## src/core/ochp_pkg.sv

```systemverilog
// package: constants and types for the overcurrent hiccup protection block
package ochp_pkg;

	// ----------------------------------------
	// timing
	// ----------------------------------------
	localparam int CLK_PERIOD_PS = 5000;
	localparam int BLANK_TIMEOUT_PS = 125000;
	// longest time rounds down, never below one cycle
	localparam int BLANK_CYCLES_RAW = BLANK_TIMEOUT_PS / CLK_PERIOD_PS;
	localparam int BLANK_CYCLES = (BLANK_CYCLES_RAW < 1) ? 1 : BLANK_CYCLES_RAW;
	localparam int BLANK_CNT_W = 6;

	// ----------------------------------------
	// fault counter
	// ----------------------------------------
	localparam int FAULT_CNT_W = 3;
	localparam logic [FAULT_CNT_W-1:0] FAULT_LIMIT = 3'h7;
	localparam logic [FAULT_CNT_W-1:0] FAULT_CNT_RESET = 3'h0;

	// ----------------------------------------
	// modes
	// ----------------------------------------
	typedef enum logic [2:0] {
		OCHP_IDLE = 3'b001,
		OCHP_RUN = 3'b010,
		OCHP_HICCUP = 3'b100
	} ochp_mode_type;

	localparam int SYNC_BITS = 2;

endpackage

```

## src/core/ochp_sense_if.sv

```systemverilog
// interface: synchronised sense indications and blanking control
`timescale 1ns/1ps
interface ochp_sense_if;
	logic overCurrent;
	logic switchNodeHigh;
	logic blankStart;
	logic blankActive;
	logic senseValid;

	modport blanker (
		input overCurrent,
		input switchNodeHigh,
		input blankStart,
		output blankActive,
		output senseValid
	);
	modport core (
		output blankStart,
		input blankActive,
		input senseValid,
		input switchNodeHigh
	);
endinterface

```

## src/core/ochp_blanker.sv

```systemverilog
// module: blanking window timer and gated overcurrent sense
`timescale 1ns/1ps
module ochp_blanker
	import ochp_pkg::*;
(
	// clock and reset
	input wire logic clk,
	input wire logic rst,
	// sense link to the core
	ochp_sense_if.blanker sense
);

	typedef struct packed {
		logic active;
		logic [BLANK_CNT_W-1:0] count;
	} ochp_blank_state_type;

	ochp_blank_state_type state;
	ochp_blank_state_type next_state;

	always_comb begin
		next_state = state;
		if (sense.blankStart) begin
			// threshold forced low, sensing disarmed
			next_state.active = 1'b1;
			next_state.count = '0;
		end else if (state.active) begin
			if (sense.switchNodeHigh) begin
				next_state.active = 1'b0;
			end else if (state.count == BLANK_CNT_W'(BLANK_CYCLES - 1)) begin
				next_state.active = 1'b0;
			end else begin
				next_state.count = state.count + 1'b1;
			end
		end
	end

	always_ff @(posedge clk or posedge rst) begin
		if (rst) begin
			state <= '0;
		end else begin
			state <= next_state;
		end
	end

	assign sense.blankActive = state.active;
	// comparator results are dropped inside the window
	assign sense.senseValid = sense.overCurrent && !state.active;

endmodule

```

## src/core/ochp_protect.sv

```systemverilog
// module: top of the overcurrent pulse limit and hiccup fault logic
// Functional notes
// overcurrent while high side on ends the high-side pulse at once
// a cut pulse keeps high side off until next cycle starts
// blanking starts right before high-side turn-on, threshold forced low
// blanking ends early when switch node reaches near supply
// otherwise blanking ends after about 125 ns timeout
// comparator ignored during blanking: no cut, no fault count
// fault counter up per overcurrent cycle, down per clean cycle
// counter at seven declares fault, both gate drives off
// fault runs seven soft-start cycles, gates idle, counting down each
// counter at zero re-enables modulator; persisting fault re-enters
// soft-start shutdown stops switching and resets pre-bias state
// blanking timeout is a clock counter; sense inputs synchronised
`timescale 1ns/1ps
module ochp_protect
	import ochp_pkg::*;
(
	// clock and reset
	input wire logic clk,
	input wire logic rst,
	// modulator side
	input wire logic cycleStart,
	input wire logic pwmDemand,
	input wire logic lowSideDemand,
	input wire logic softStartDone,
	input wire logic softStartShutdown,
	// analog comparators
	input wire logic current_limit_sense,
	input wire logic switchNodeHighRaw,
	// gate drives
	output logic high_side_gate_drive,
	output logic low_side_gate_drive,
	// status
	output logic currentLimitPullDown,
	output logic faultActive,
	output logic modulatorEnable,
	output logic softStartRestart,
	output logic preBiasRelease,
	output logic [FAULT_CNT_W-1:0] faultCount
);

	// ----------------------------------------
	// state
	// ----------------------------------------
	typedef struct packed {
		ochp_mode_type mode;
		logic [SYNC_BITS-1:0] ocSync;
		logic [SYNC_BITS-1:0] swSync;
		logic highOn;
		logic lowOn;
		logic pulseCut;
		logic cycleOc;
		logic preBiasDone;
		logic ssRestart;
		logic [FAULT_CNT_W-1:0] count;
	} ochp_state_type;

	ochp_state_type state;
	ochp_state_type next_state;

	ochp_sense_if sense ();

	ochp_blanker blanker (
		.clk(clk),
		.rst(rst),
		.sense(sense)
	);

	// ----------------------------------------
	// sense synchronisers
	// ----------------------------------------
	// first stage feeds only the second stage
	assign sense.overCurrent = state.ocSync[SYNC_BITS-1];
	assign sense.switchNodeHigh = state.swSync[SYNC_BITS-1];

	// ----------------------------------------
	// decoded conditions
	// ----------------------------------------
	logic inRun;
	logic inFault;
	logic ocHit;
	logic startPulse;
	logic counterIdle;
	logic lastRamp;
	logic countUp;

	assign inRun = (state.mode == OCHP_RUN);
	assign inFault = (state.mode == OCHP_HICCUP);
	// an unblanked trip only matters while the high side conducts
	assign ocHit = state.highOn && sense.senseValid;
	// demand starts a pulse only where a switching cycle begins
	assign startPulse = inRun && cycleStart && pwmDemand && !softStartShutdown;
	assign counterIdle = (state.count == FAULT_CNT_RESET);
	// the final ramp hands control back to the modulator
	assign lastRamp = (state.count == 3'h1);
	// a trip at the start edge still belongs to the ending cycle
	assign countUp = state.cycleOc || ocHit;

	// ----------------------------------------
	// fault counter arithmetic
	// ----------------------------------------
	// never wraps: the limit and zero are caught before these are used
	logic [FAULT_CNT_W-1:0] countInc;
	logic [FAULT_CNT_W-1:0] countDec;

	assign countInc = state.count + 3'h1;
	assign countDec = state.count - 3'h1;

	// ----------------------------------------
	// low side permission
	// ----------------------------------------
	// low side waits for the first pulse after a pre-biased start
	logic lowPermit;

	assign lowPermit = lowSideDemand && state.preBiasDone;

	// ----------------------------------------
	// blanking request
	// ----------------------------------------
	// armed only when the pulse really starts, never on fault entry
	assign sense.blankStart = startPulse && next_state.highOn;

	// ----------------------------------------
	// next state
	// ----------------------------------------
	always_comb begin
		next_state = state;
		next_state.ocSync = {state.ocSync[SYNC_BITS-2:0], current_limit_sense};
		next_state.swSync = {state.swSync[SYNC_BITS-2:0], switchNodeHighRaw};
		next_state.ssRestart = 1'b0;
		if (softStartShutdown) begin
			// shutdown overrides everything, including a fault in progress
			next_state.mode = OCHP_IDLE;
			next_state.highOn = 1'b0;
			next_state.lowOn = 1'b0;
			next_state.pulseCut = 1'b0;
			next_state.cycleOc = 1'b0;
			next_state.preBiasDone = 1'b0;
			next_state.count = FAULT_CNT_RESET;
		end else begin
			case (state.mode)
				OCHP_IDLE: begin
					next_state.mode = OCHP_RUN;
				end
				OCHP_RUN: begin
					if (cycleStart) begin
						// close the previous cycle in the fault counter
						if (countUp) begin
							next_state.count = countInc;
						end else if (!counterIdle) begin
							next_state.count = countDec;
						end
						next_state.cycleOc = 1'b0;
						next_state.pulseCut = 1'b0;
					end else if (ocHit) begin
						next_state.cycleOc = 1'b1;
					end
					if (ocHit) begin
						next_state.highOn = 1'b0;
						next_state.pulseCut = 1'b1;
					end else if (startPulse) begin
						next_state.highOn = 1'b1;
						next_state.preBiasDone = 1'b1;
					end else if (!pwmDemand || state.pulseCut) begin
						next_state.highOn = 1'b0;
					end
					next_state.lowOn = lowPermit && !next_state.highOn;
					if (next_state.count == FAULT_LIMIT) begin
						next_state.mode = OCHP_HICCUP;
						next_state.highOn = 1'b0;
						next_state.lowOn = 1'b0;
						next_state.ssRestart = 1'b1;
					end
				end
				OCHP_HICCUP: begin
					next_state.highOn = 1'b0;
					next_state.lowOn = 1'b0;
					next_state.cycleOc = 1'b0;
					next_state.pulseCut = 1'b0;
					if (softStartDone) begin
						next_state.count = countDec;
						if (lastRamp) begin
							// restart from scratch, pre-bias guard armed again
							next_state.mode = OCHP_RUN;
							next_state.preBiasDone = 1'b0;
						end else begin
							next_state.ssRestart = 1'b1;
						end
					end
				end
				default: begin
					next_state.mode = OCHP_IDLE;
				end
			endcase
		end
	end

	// ----------------------------------------
	// state register
	// ----------------------------------------
	always_ff @(posedge clk or posedge rst) begin
		if (rst) begin
			state <= '{mode: OCHP_IDLE, count: FAULT_CNT_RESET, default: '0};
		end else begin
			state <= next_state;
		end
	end

	// ----------------------------------------
	// gate drives
	// ----------------------------------------
	assign high_side_gate_drive = state.highOn;
	assign low_side_gate_drive = state.lowOn;

	// ----------------------------------------
	// status
	// ----------------------------------------
	assign currentLimitPullDown = sense.blankActive;
	assign faultActive = inFault;
	assign modulatorEnable = inRun;
	assign softStartRestart = state.ssRestart;
	assign preBiasRelease = state.preBiasDone;
	assign faultCount = state.count;

endmodule

```

## config.mk

```make
export PLATFORM = sky130hd
export DESIGN_NAME = ochp_protect
export DESIGN_NICKNAME = d
export VERILOG_FILES = /design/src/core/ochp_pkg.sv /design/src/core/ochp_sense_if.sv /design/src/core/ochp_blanker.sv /design/src/core/ochp_protect.sv
export SDC_FILE = /design/constraint.sdc
export NUM_CORES = 1
export LEC_CHECK = 0
export ABC_CLOCK_PERIOD_IN_PS = 1930
export CORE_MARGIN = 1
export CORE_UTILIZATION = 40
export DETAILED_ROUTE_END_ITERATION = 12
export DONT_BUFFER_PORTS = 1
export HOLD_SLACK_MARGIN = 0.1
export PLACE_DENSITY = 0.56
export SLEW_MARGIN = 20
export SYNTH_ARGS = -nofsm -noshare
export SYNTH_HDL_FRONTEND = slang
export SYNTH_SLANG_ARGS = --single-unit
```

## constraint.sdc

```tcl
create_clock -name clk -period 1.93 [get_ports clk]
set_clock_uncertainty 0.05 [all_clocks]
set_input_delay 0.2895 -clock clk [delete_from_list [all_inputs] [get_ports clk]]
set_output_delay 0.2895 -clock clk [all_outputs]
set_load 0.005 [all_outputs]
```

# == Word level (Yosys, flattened, before mapping) ==
# Cells that the tools add are included.
# word_totals
in_bits,9
out_inout_bits,10
ff_bits,23
wordCells,87
# classes
n_reduce_logical,22
n_mux,36
n_eq_ne,14
n_addsub,3
# op_table
op,count
2-to-1 mux 3 bit,10
one-hot mux 9 bit (2 select lines),1
2-to-1 mux 1 bit,17
2-to-1 mux 7 bit,2
2-to-1 mux 6 bit,2
2-to-1 mux 5 bit,2
"inequality test 3 x 2 -> 1 bit, second input constant",3
one-hot mux 3 bit (3 select lines),1
logical AND 1 bit,8
"adder 6 x 1 -> 6 bit, second input constant",1
"equality test 3 x 1 -> 1 bit, second input constant",2
"equality test 3 bit, second input constant",2
"equality test 6 x 5 -> 1 bit, second input constant",1
"inequality test 3 bit, second input constant",2
AND reduction 3 bit,2
AND reduction 5 bit,1
zero test 1 bit,4
"inequality test 2 x 1 -> 1 bit, second input constant",2
"inequality test 4 x 3 -> 1 bit, second input constant",1
AND reduction 2 bit,2
"adder 3 x 1 -> 3 bit, second input constant",1
"equality test 3 x 2 -> 1 bit, second input constant",1
zero test 3 bit,1
nonzero test 3 bit,1
4 further kinds,5

# == Longest topological paths before layout ==
# Gate-level depths: netlist of the first run.
# depth
word_depth,16
depth_mapped,8
depth_no_buf,7

# == Cells and area by module ==
# Synthesis of the first run repeated with hierarchy kept, for this count alone.
# unflattened
cells_unflattened,154
area_unflattened_um2,1510.2
# by_module_without_submodules
module,seq_area_each_um2,area_per_inst_um2,cells_per_inst,n_inst
ochp_protect,401.6,1091.0,110,1
ochp_blanker,175.2,419.2,44,1

# == Least setup slack after synthesis of the first run ==
# Ideal clock, no wire load.
# synth_timing
path_kind,flip-flop to flip-flop
startpoint,"register state, in the netlist faultCount[0]"
endpoint,"register state, in the netlist high_side_gate_drive"
t_arrival_ns,1.835
stages_incl_launch_ff,8
setup_time_ns,0.121
period_less_slack_ns,2.006
path_buffers,1
required_ns,1.759
slack_ns,-0.076
cell_sequence,dfrtp_1 inv_1 ha_1 nor4_1 o211a_1 o21ai_2 buf_6 a22o_2
# synth_rtl
item,line,rtl
from (decl),ochp_protect.sv:59,ochp_state_type state;
from (signal assigned),ochp_protect.sv:206,state <= next_state;

# == Worst setup path after layout of the first run ==
# layout_timing
startpoint,"register state, in the netlist faultCount[0]"
endpoint,"register state, in the netlist low_side_gate_drive"
# layout_via
elab_chain_cells,10
word_cells_on_any_way,12
classes_between,2 x add/sub; 1 x eq/ne; 8 x mux; 1 x reduce/logical
# layout_rtl
item,line,rtl
subtractor 3 x 1 -> 3 bit or zero test 3 bit (tied branches),"ochp_protect.sv:108, ochp_protect.sv:94",
2-to-1 mux 3 bit,ochp_protect.sv:151,end else if (!counterIdle) begin
2-to-1 mux 3 bit,ochp_protect.sv:149,if (countUp) begin
2-to-1 mux 3 bit (*),ochp_protect.sv:147,if (cycleStart) begin
2-to-1 mux 3 bit (*),ochp_protect.sv:142,case (state.mode)
2-to-1 mux 3 bit (*),ochp_protect.sv:132,if (softStartShutdown) begin
equality test 3 bit (*),ochp_protect.sv:169,if (next_state.count == FAULT_LIMIT) begin
2-to-1 mux 2 bit (*),ochp_protect.sv:169,
one-hot mux 9 bit (2 select lines) (*),ochp_protect.sv:142,
2-to-1 mux 5 bit (*),ochp_protect.sv:132,
# Every way passes the cells marked *; elsewhere a longest branch is shown, timed or not. The select of a mux whose other input is x is not followed.
# A chain may end at the register's enable or synchronous reset.

==> metrics.csv, run 1 <==
metric;value;unit
drtPass1Iterations;4;
place_hpwl;2430;um
hold_class;primary input to flip-flop;
reg2reg_to;low_side_gate_drive$_DFFE_PP0P_;
crit_type;flip-flop to flip-flop;
die_w;61.8;um
drv_cap;0;
vias_per_cell;5.42;
synth-simple-area-share;18.9;%
die_h;61.8;um
gp_congestion;0.736;
yosysSeqAreaShare;40.3;%
synth_seq_cells;23;
cp_data_required_time;2090;ps
grt_pass1_wl;5170;um
ys_async_sr_fraction;100;%
rrSetupSlack;70;ps
synth_flop_cell;dfrtp_1;
hold-worst-slack;127;ps
fin_cells;212;
timing.final.ws_setup;70.6;ps
path_cells;inv_2, ha_4, inv_1, o41ai_4, and3_4, o21ai_4, a32o_1;
ys_types;46;
io_pins;19;
cts_tree;yes;
layout_commonest_cell;dfrtp_1;
final_cell_mix;22 x dfrtp_1, 17 x buf_4, 13 x a21oi_1, 9 x nand2_1, 9 x nor2_1;
antenna_left;0;
drive_gt1_share;22.9;%
grt-ovfl-total;0;
io_buffers;0;
vias;1150;
grt_max_degree;15;
irDropWorstVdd;0.000659;V
synth_edf_count;0;
syn_nets;167;
max_freq;0.538;GHz
holdPathEnd;state[14]$_DFFE_PP0P_;
drc;0;
start_kind;flip-flop;
hold_depth;2;
hold_path.startpoint;softStartShutdown;
rr_startpoint;faultCount[0]$_DFFE_PP0P_;
clockBufferDepth;2;
placed_cells;201;
post_synth_xor_area_fraction;4.90;%
clkSinkCount;23;
fin_crit;1860;ps
synth-adder-area-share;5.25;%
worst_setup_path_end_kind;flip-flop;
power_density;1010;nW/um^2
fin_nets;182;
worstPathArrival;2020;ps
cts_root_buf;clkbuf_4;
initial_utilization;42.2;%
diodes;0;
place_ws;-36.8;ps
synth_top_family_by_area;compound AO/OA/AOI/OAI gates;
syn_area;1430;um^2
synthMuxAreaShare;1.40;%
leakage;0.000729;uW
first_global_vias;1126;
rows;21;
drt-initial-drc-count;53;
synth_cells;152;
track_usage;18.7;%
drv_slew;0;
clk_pin_slew;130;ps
max_slew_margin;64.0;%
areaGrowthSynthToFinish;18.6;%
cp_slowest_stage_delay;420;ps
avgSynthCellArea;9.41;um^2
yosys_warnings;0;
core_area;3390;um^2
cp_max_fo;6;
cts_buffers;3;
final_hold_viol_count;0;
crit_slowest_cell;dfrtp_1;
die_area;3820;um^2
antenna_found_initial;0;
tightestPinTransition;539;ps
cts_max_level;1;
postLayoutCoreUtil;50.1;%
setup_viol;0;
status;finished clean;
drt-total-wl;3330;um
finalCritPeriodShare;96.3;%
wl_per_cell;15.7;um
insertion_delay;310;ps
synth_compound_area_share;21.7;%
ff2ff_path_depth;7;
## cell families after synthesis
family                     count (synthesis)
AOI/OAI and AO/OA                         43
xor gates and xnor gates                   8
DFF                                       23
adders and majority gates                  6
and+or+nand+nor                           49
muxes                                      2
buffers and inverters                     21
## cell usage after synthesis (3+ instances only)
master / number / area share [%]
o21bai_1: 4 / 2.1
o21a_1: 4 / 2.1
nor2b_1: 8 / 3.5
xor2_1: 3 / 1.8
nor3_1: 5 / 1.7
nand2_1: 9 / 2.4
a21oi_1: 13 / 4.5
clkbuf_1: 4 / 1.0
inv_1: 9 / 2.4
nand2b_1: 3 / 1.3
buf_4: 3 / 1.6
dfrtp_1: 22 / 38
nor2_1: 9 / 2.4
and3_1: 3 / 1.3
ha_1: 6 / 5.2
xnor2_1: 5 / 3.1
o211ai_1: 3 / 1.6
## through the flow
step	TNS [ps]	total power, uW	instance area (um^2)
after floorplan	0	1220	1450
after global placement	0	1370	1550
after detailed placement	-78.5	1400	1550
after CTS	0	1650	1620
after global routing	-20.6	1840	1700
final	0	1710	1700
## how the worst max path moves through the flow
stage | to | startpoint | slack, ps | cells after the start
finish | low_side_gate_drive$_DFFE_PP0P_ | faultCount[0]$_DFFE_PP0P_ | 70 | 7
global route | low_side_gate_drive$_DFFE_PP0P_ | faultCount[0]$_DFFE_PP0P_ | -10 | 7
CTS | low_side_gate_drive$_DFFE_PP0P_ | faultCount[1]$_DFFE_PP0P_ | 1 | 7
detailed placement | low_side_gate_drive$_DFFE_PP0P_ | faultCount[0]$_DFFE_PP0P_ | -40 | 7
global placement | low_side_gate_drive$_DFFE_PP0P_ | faultCount[0]$_DFFE_PP0P_ | 0.4 | 7
floorplan | blanker.state[0]$_DFFE_PP0P_ | faultCount[0]$_DFFE_PP0P_ | 20 | 8
## registers in the layout, summed over array words and instances (netlist names), 2 cells and up
name	flops
next_state	2
blanker.state	6
state	5
faultCount	3
## final cells by class
cell class	instances	area (um^2)
Tap cell	46	57.6
Multi-Input combinational cell	109	835
Clock buffer	4	26.3
Inverter	9	33.8
Sequential cell	23	577
Timing Repair Buffer	21	168
Fill cell	306	1690
## power by group
group          leakage (uW)  internal (uW)  switching, uW
Sequential         0.000290            598            148
Clock             0.0000150           80.6            145
Combinational      0.000423            367            373
## metal layers
layer | vias to the layer above | wire (um) | global-route usage (%)
met4 | 0 | 23 | 5.71
met2 | 13 | 1730 | 34.6
li1 | 567 | - | -
met3 | 2 | 143 | 4.35
met1 | 568 | 1440 | 21.2
met5 | - | 0 | 0
## worst max-delay path, delay by kind of cell (launching register included)
kind	cells	cell delay, ps
AO/OA/AOI/OAI	3	670
adder cells (fa/ha/maj)	1	160
buffers and inverters	2	190
flip-flops	1	420
AND/OR/NAND/NOR	1	280
## timing repair
action,4_1_cts,5_1_grt
hold buffers,4,0
setup endpoints to repair,11,13
cloned,0,1
resized for setup,2,12
endpoints found under the hold margin,21,0
buffers inserted,0,2
pin swaps,0,4
(Power assumes the default switching activity.)
==> run 2: changes to the inputs <==
--- a/config.mk
+++ b/config.mk
@@ -5,7 +5,7 @@
 export SDC_FILE = /design/constraint.sdc
 export NUM_CORES = 1
 export LEC_CHECK = 0
-export ABC_CLOCK_PERIOD_IN_PS = 1930
+export ABC_CLOCK_PERIOD_IN_PS = 1700
 export CORE_MARGIN = 1
 export CORE_UTILIZATION = 40
 export DETAILED_ROUTE_END_ITERATION = 12
==> constraint.sdc (replaced) <==
create_clock -name clk -period 1.7 [get_ports clk]
set_clock_uncertainty 0.05 [all_clocks]
set_input_delay 0.255 -clock clk [delete_from_list [all_inputs] [get_ports clk]]
set_output_delay 0.255 -clock clk [all_outputs]
set_load 0.1 [all_outputs]
==> run 2 against run 1 <==
  * The run now ends with hold timing, setup timing left
  * Critical path depth increased by 1
  * Sequential power increased by 16%
  * Highest routed layer unchanged
  * Non-clock buffer count increased by 23
==> metrics.csv, run 2 (synthesized netlist as in run 1, its figures left out) <==
metric;value;unit;change
antenna_left;0;;unchanged
start_kind;flip-flop;;unchanged
clk_pin_slew;130;ps;about the same
worst_setup_path_end_kind;flip-flop;;unchanged
tns;-1870;ps;was 0 ps
timing.final.ws_setup;-186;ps;was 70.6 ps
cts_max_level;1;;unchanged
diodes;0;;unchanged
grt_pass1_wl;5730;um;was 5170 um
path_cells;inv_2, ha_4, nand2b_4, or3b_1, a32o_2, o21ai_4, buf_6, a21oi_2;;was inv_2, ha_4, inv_1, o41ai_4, and3_4, o21ai_4, a32o_1
drtPass1Iterations;4;;unchanged
largest_reg_flops;6;;unchanged
grt-ovfl-total;0;;unchanged
cts_buffers;3;;unchanged
drv_slew;0;;unchanged
antenna_found_initial;0;;unchanged
irDropWorstVdd;0.000522;V;was 0.000659 V
highest_layer;met4;;unchanged
critPathCapture;blanker.state[0]$_DFFE_PP0P_;;was low_side_gate_drive$_DFFE_PP0P_
wl_met2;1880;um;was 1730 um
clkSinkCount;23;;unchanged
hold_class;primary input to flip-flop;;unchanged
insertion_delay;330;ps;was 310 ps
vias;1269;;was 1,150
status;complete, but fails checks;;was finished clean
max_slew_margin;55.4;%;was 64.0%
die_h;61.8;um;unchanged
rr_startpoint;faultCount[1]$_DFFE_PP0P_;;was faultCount[0]$_DFFE_PP0P_
track_usage;21.0;%;was 18.7%
cts_tree;yes;;unchanged
die_w;61.8;um;unchanged
hold-worst-slack;-73.0;ps;was 127 ps
clockBufferDepth;2;;unchanged
finalCritPeriodShare;111;%;was 96.3%
grt_max_degree;19;;was 15
power_density;1200;nW/um^2;was 1010 nW/um^2
cts_root_buf;clkbuf_4;;unchanged
violations;hold timing, setup timing;;
wl_met1;1590;um;was 1440 um
fin_crit;1890;ps;was 1860 ps
cp_slowest_stage_delay;410;ps;was 420 ps
drt-total-wl;3690;um;was 3330 um
cp_data_required_time;1870;ps;was 2090 ps
dr_wl_met3;127;um;was 143 um
rows;21;;unchanged
areaGrowthSynthToFinish;40.4;%;was 18.6%
rrSetupSlack;-190;ps;was 70 ps
drive_gt1_share;41.8;%;was 22.9%
postCtsHoldBufs;4;;unchanged
drt-initial-drc-count;81;;was 53
max_freq;0.530;GHz;was 0.538 GHz
drc;0;;unchanged
setup_viol;15;;was 0
rsz0062_at_grt;yes;;
drv_cap;0;;unchanged
place_hpwl;2610;um;was 2430 um
gp_congestion;0.810;;was 0.736
initial_utilization;42.2;%;unchanged
placed_cells;218;;was 201
crit_path_start;faultCount[1]$_DFFE_PP0P_;;was faultCount[0]$_DFFE_PP0P_
largest_register;blanker.state;;unchanged
crit_type;flip-flop to flip-flop;;unchanged
first_global_vias;1235;;was 1,126
fin_nets;205;;was 182
fin_cells;235;;was 212
ff2ff_path_depth;8;;was 7
io_pins;19;;unchanged
layout_commonest_cell;buf_4;;was dfrtp_1
nFillCells;279;;was 306
final_hold_viol_count;5;;was 0
wl_per_cell;15.7;um;about the same
leakage;0.000874;uW;was 0.000729 uW
vias_per_cell;5.40;;was 5.42
core_area;3390;um^2;unchanged
finalPower;2420;uW;was 1710 uW
tightestPinTransition;668;ps;was 539 ps
reg2reg_to;blanker.state[0]$_DFFE_PP0P_;;was low_side_gate_drive$_DFFE_PP0P_
final_cell_mix;35 x buf_4, 20 x dfrtp_1, 9 x nand2_1, 9 x a21oi_1, 8 x nor2_1;;was 22 x dfrtp_1, 17 x buf_4, 13 x a21oi_1, 9 x nand2_1, 9 x nor2_1
die_area;3820;um^2;unchanged
cp_max_fo;5;;was 6
worstPathArrival;2060;ps;was 2020 ps
crit_slowest_cell;dfrtp_1;;unchanged
io_buffers;0;;unchanged
## run 2: per-layer routing
| metal | GRT usage (%) | vias to the layer above |
|---|---|---|
| met2 | 36.3 | 25 |
| met3 | 3.52 | 9 |
| met5 | 0 | - |
| li1 | - | 619 |
| met4 | 8.57 | 0 |
| met1 | 26.1 | 616 |
## run 2: final cells by class
cell class                 count  area [um^2]  share of cell area, %
multi-input combinational    109          935                   46.5
clock buffer                   4         26.3                   1.31
timing repair buffer          44          372                   18.5
tap                           46         57.6                   2.87
sequential                    23          584                   29.1
inverter                       9         33.8                   1.68
## run 2: metrics by stage
stage          setup WS, ps  utilization (%)  hold slack, ps  cell area, um^2
3_5_place_dp           -332             49.8             230             1690
3_3_place_gp           -284             49.8             215             1690
6_report               -186             59.2           -73.0             2010
4_1_cts                -182             56.1           -81.1             1900
2_1_floorplan          -484                -             206             1470
5_1_grt                -259             59.2           -87.7             2010
## run 2: critical path: cells and delay by family, from the launching register on
kind            cells  cell delay, ps
fa+ha+maj           1             170
buf+inv             2             280
simple gates        2             410
flops               1             410
compound gates      3             450
## run 2: worst min path at each step
stage	start	end	slack, ps	cells past startpoint
after CTS	softStartShutdown	softStartRestart$_DFF_PP0_	-80	1
after global placement	rst	sense.overCurrent$_DFF_PP0_	210	1
after detailed placement	rst	sense.overCurrent$_DFF_PP0_	230	1
final	softStartShutdown	softStartRestart$_DFF_PP0_	-70	1
after floorplan	rst	blanker.sense.blankActive$_DFF_PP0_	210	1
after global routing	softStartShutdown	softStartRestart$_DFF_PP0_	-90	1
## run 2: power by group
group / internal (uW) / total (uW) / switching (uW) / leakage, uW
clock network: 92.2 / 263 / 171 / 0.0000150
logic: 574 / 1290 / 718 / 0.000572
registers: 681 / 863 / 182 / 0.000287
total: 1350 / 2420 / 1070 / 0.000874
## run 2: what timing repair did
action	in CTS	in global routing
endpoints found under the setup margin	17	18
cloned	1	0
setup buffers	4	4
pin swaps	16	8
hold endpoints to repair	28	8
gates resized for setup	27	15
==> run 3: changes to the inputs <==
--- a/config.mk
+++ b/config.mk
@@ -10,6 +10,7 @@
 export CORE_UTILIZATION = 40
 export DETAILED_ROUTE_END_ITERATION = 12
 export DONT_BUFFER_PORTS = 1
+export GPL_TIMING_DRIVEN = 0
 export HOLD_SLACK_MARGIN = 0.1
 export PLACE_DENSITY = 0.56
 export SLEW_MARGIN = 20
==> run 3 against run 2 <==
  * First-iteration DRC count fell by 31%
  * Non-clock buffer count decreased by 22
  * Combinational power is 12% lower
  * Routed wire length decreased by 8.9%
  * Global-route usage decreased by 1.8 points
  * Clock power about the same
  * Highest routed layer unchanged
  * The flow finishes with violations (setup timing)
  * Setup slack worse by 260 ps
  * Critical path depth fell by 2
  * Sequential cell count unchanged
  * Cell area shrank 12%
  * Critical path type unchanged
  * Sequential share of layout area increased by 4.2 points
  * Core utilization down 7.3 points
==> metrics.csv, run 3 (synthesized netlist as in run 1, its figures left out) <==
metric;value;unit;change
nFillCells;316;;was 279
core_area;3390;um^2;unchanged
hold_class;primary input to flip-flop;;unchanged
crit_type;flip-flop to flip-flop;;unchanged
die_area;3820;um^2;unchanged
drv_cap;0;;unchanged
status;complete, but fails checks;;unchanged
areaGrowthSynthToFinish;23.0;%;was 40.4%
reg2reg_to;high_side_gate_drive$_DFF_PP0_;;was blanker.state[0]$_DFFE_PP0P_
rrSetupSlack;-440;ps;was -190 ps
wl_per_cell;15.8;um;was 15.7 um
largest_reg_flops;6;;unchanged
power_frac_clock;11.7;%;was 10.9%
max_slew_margin;25.1;%;was 55.4%
track_usage;19.2;%;was 21.0%
fin_cells;212;;was 235
fin_crit;2140;ps;was 1890 ps
timing.final.ws_setup;-442;ps;was -186 ps
rows;21;;unchanged
antenna_left;0;;unchanged
grt-ovfl-total;0;;unchanged
vias;1167;;was 1,269
antenna_found_initial;0;;unchanged
intPower;1260;uW;was 1350 uW
insertion_delay;320;ps;was 330 ps
postLayoutCoreUtil;51.9;%;was 59.2%
ff2ff_path_depth;6;;was 8
gp_congestion;0.801;;was 0.810
die_w;61.8;um;unchanged
drt-total-wl;3360;um;was 3690 um
diodes;0;;unchanged
fin_nets;182;;was 205
place_hpwl;2220;um;was 2610 um
net-switching-power;1000;uW;was 1070 uW
worst_setup_path_end_kind;flip-flop;;unchanged
power_density;1290;nW/um^2;was 1200 nW/um^2
cp_max_fo;7;;was 5
first_global_vias;1141;;was 1,235
tightestPinTransition;1120;ps;was 668 ps
grt_pass1_wl;5300;um;was 5730 um
drt-initial-drc-count;56;;was 81
rsz0062_at_grt;yes;;unchanged
die_h;61.8;um;unchanged
drv_slew;0;;unchanged
clkSinkCount;23;;unchanged
cts_root_buf;clkbuf_4;;unchanged
rr_startpoint;high_side_gate_drive$_DFF_PP0_;;was faultCount[1]$_DFFE_PP0P_
drc;0;;unchanged
worstPathArrival;2360;ps;was 2060 ps
sequentialPowerShare;38.3;%;was 35.7%
p_comb_share;50.0;%;was 53.4%
cts_max_level;1;;unchanged
max_freq;0.467;GHz;was 0.530 GHz
regArea;586;um^2;was 584 um^2
cts_buffers;3;;unchanged
initial_utilization;42.2;%;unchanged
clk_pin_slew;130;ps;about the same
finalCritPeriodShare;126;%;was 111%
largest_register;blanker.state;;unchanged
hold_depth;2;;was 1
holdPathEnd;preBiasRelease$_DFFE_PP0P_;;was softStartRestart$_DFF_PP0_
leakage;0.000740;uW;was 0.000874 uW
cts_tree;yes;;unchanged
io_pins;19;;unchanged
hold_path.startpoint;softStartShutdown;;unchanged
layout_commonest_cell;dfrtp_1;;was buf_4
placed_cells;200;;was 218
hold-worst-slack;137;ps;was -73.0 ps
final_cell_mix;19 x dfrtp_1, 9 x nand2_1, 8 x nor2b_1, 8 x a21oi_2, 8 x nor2_1;;was 35 x buf_4, 20 x dfrtp_1, 9 x nand2_1, 9 x a21oi_1, 8 x nor2_1
multi_input_area;852;um^2;was 935 um^2
tns;-6320;ps;was -1870 ps
clockBufferDepth;2;;unchanged
start_kind;flip-flop;;unchanged
setup_viol;18;;was 15
vias_per_cell;5.50;;was 5.40
cp_data_required_time;1920;ps;was 1870 ps
io_buffers;0;;unchanged
swShare;44.4;%;was 44.3%
drtPass1Iterations;4;;unchanged
irDropWorstVdd;0.000691;V;was 0.000522 V
drive_gt1_share;28.3;%;was 41.8%
grt_max_degree;24;;was 19
final_hold_viol_count;0;;was 5
violations;setup timing;;was hold timing, setup timing
-- run 3: worst max path at each step --
stage | startpoint | to | slack [ps] | cells after the start
6_report | high_side_gate_drive$_DFF_PP0_ | high_side_gate_drive$_DFF_PP0_ | -440 | 6
5_1_grt | high_side_gate_drive$_DFF_PP0_ | faultCount[2]$_DFFE_PP0P_ | -520 | 5
4_1_cts | high_side_gate_drive$_DFF_PP0_ | high_side_gate_drive$_DFF_PP0_ | -430 | 6
3_5_place_dp | faultCount[0]$_DFFE_PP0P_ | high_side_gate_drive$_DFF_PP0_ | -520 | 7
3_3_place_gp | state[14]$_DFFE_PP0P_ | blanker.state[4]$_DFFE_PP0P_ | -720 | 5
2_1_floorplan | state[15]$_DFFE_PP0P_ | state[6]$_DFFE_PP0P_ | -480 | 6
-- run 3: repair_timing --
item,in CTS,in global routing
buffers inserted,3,4
gates cloned,1,0
resized for setup,21,10
endpoints found under the setup margin,18,21
hold buffers,3,0
pin swaps,13,12
hold endpoints to repair,24,0
-- run 3: stage by stage --
stage / total power [uW] / area (um^2) / setup slack (ps)
after CTS: 2250 / 1720 / -430
after global placement: 1760 / 1530 / -716
after global routing: 2420 / 1760 / -518
after floorplan: 1640 / 1470 / -484
after detailed placement: 1840 / 1570 / -524
final: 2260 / 1760 / -442
-- run 3: metal layers --
layer / routed length [um] / vias to the layer above / GRT usage (%)
met1: 1400 / 575 / 23.5
met2: 1770 / 18 / 32.9
met4: 85 / 0 / 9.21
li1: - / 565 / -
met3: 106 / 9 / 3.31
met5: 0 / - / 0
-- run 3: layout make-up --
class                           count  share of cell area (%)
Clock buffer                        4                    1.49
Inverter                            9                    2.06
Sequential cell                    23                    33.3
Buffer                             10                    4.05
Multi-Input combinational cell    108                    48.4
Tap cell                           46                    3.27
Timing Repair Buffer               12                    7.40
-- run 3: critical path, stage by stage, from the launching register on --
cell and delay [ps]:
dfrtp_4 660, and3b_2 330, or3b_1 360, a32o_2 310
o21ai_4 100, buf_6 160, a22o_2 130
-- run 3: power by group through the flow --
stage	Combinational (uW)	Clock [uW]	Sequential, uW
after floorplan	794	0	842
after global placement	903	0	860
after detailed placement	972	0	868
after CTS	1120	276	854
after global routing	1230	294	891
final	1130	264	867
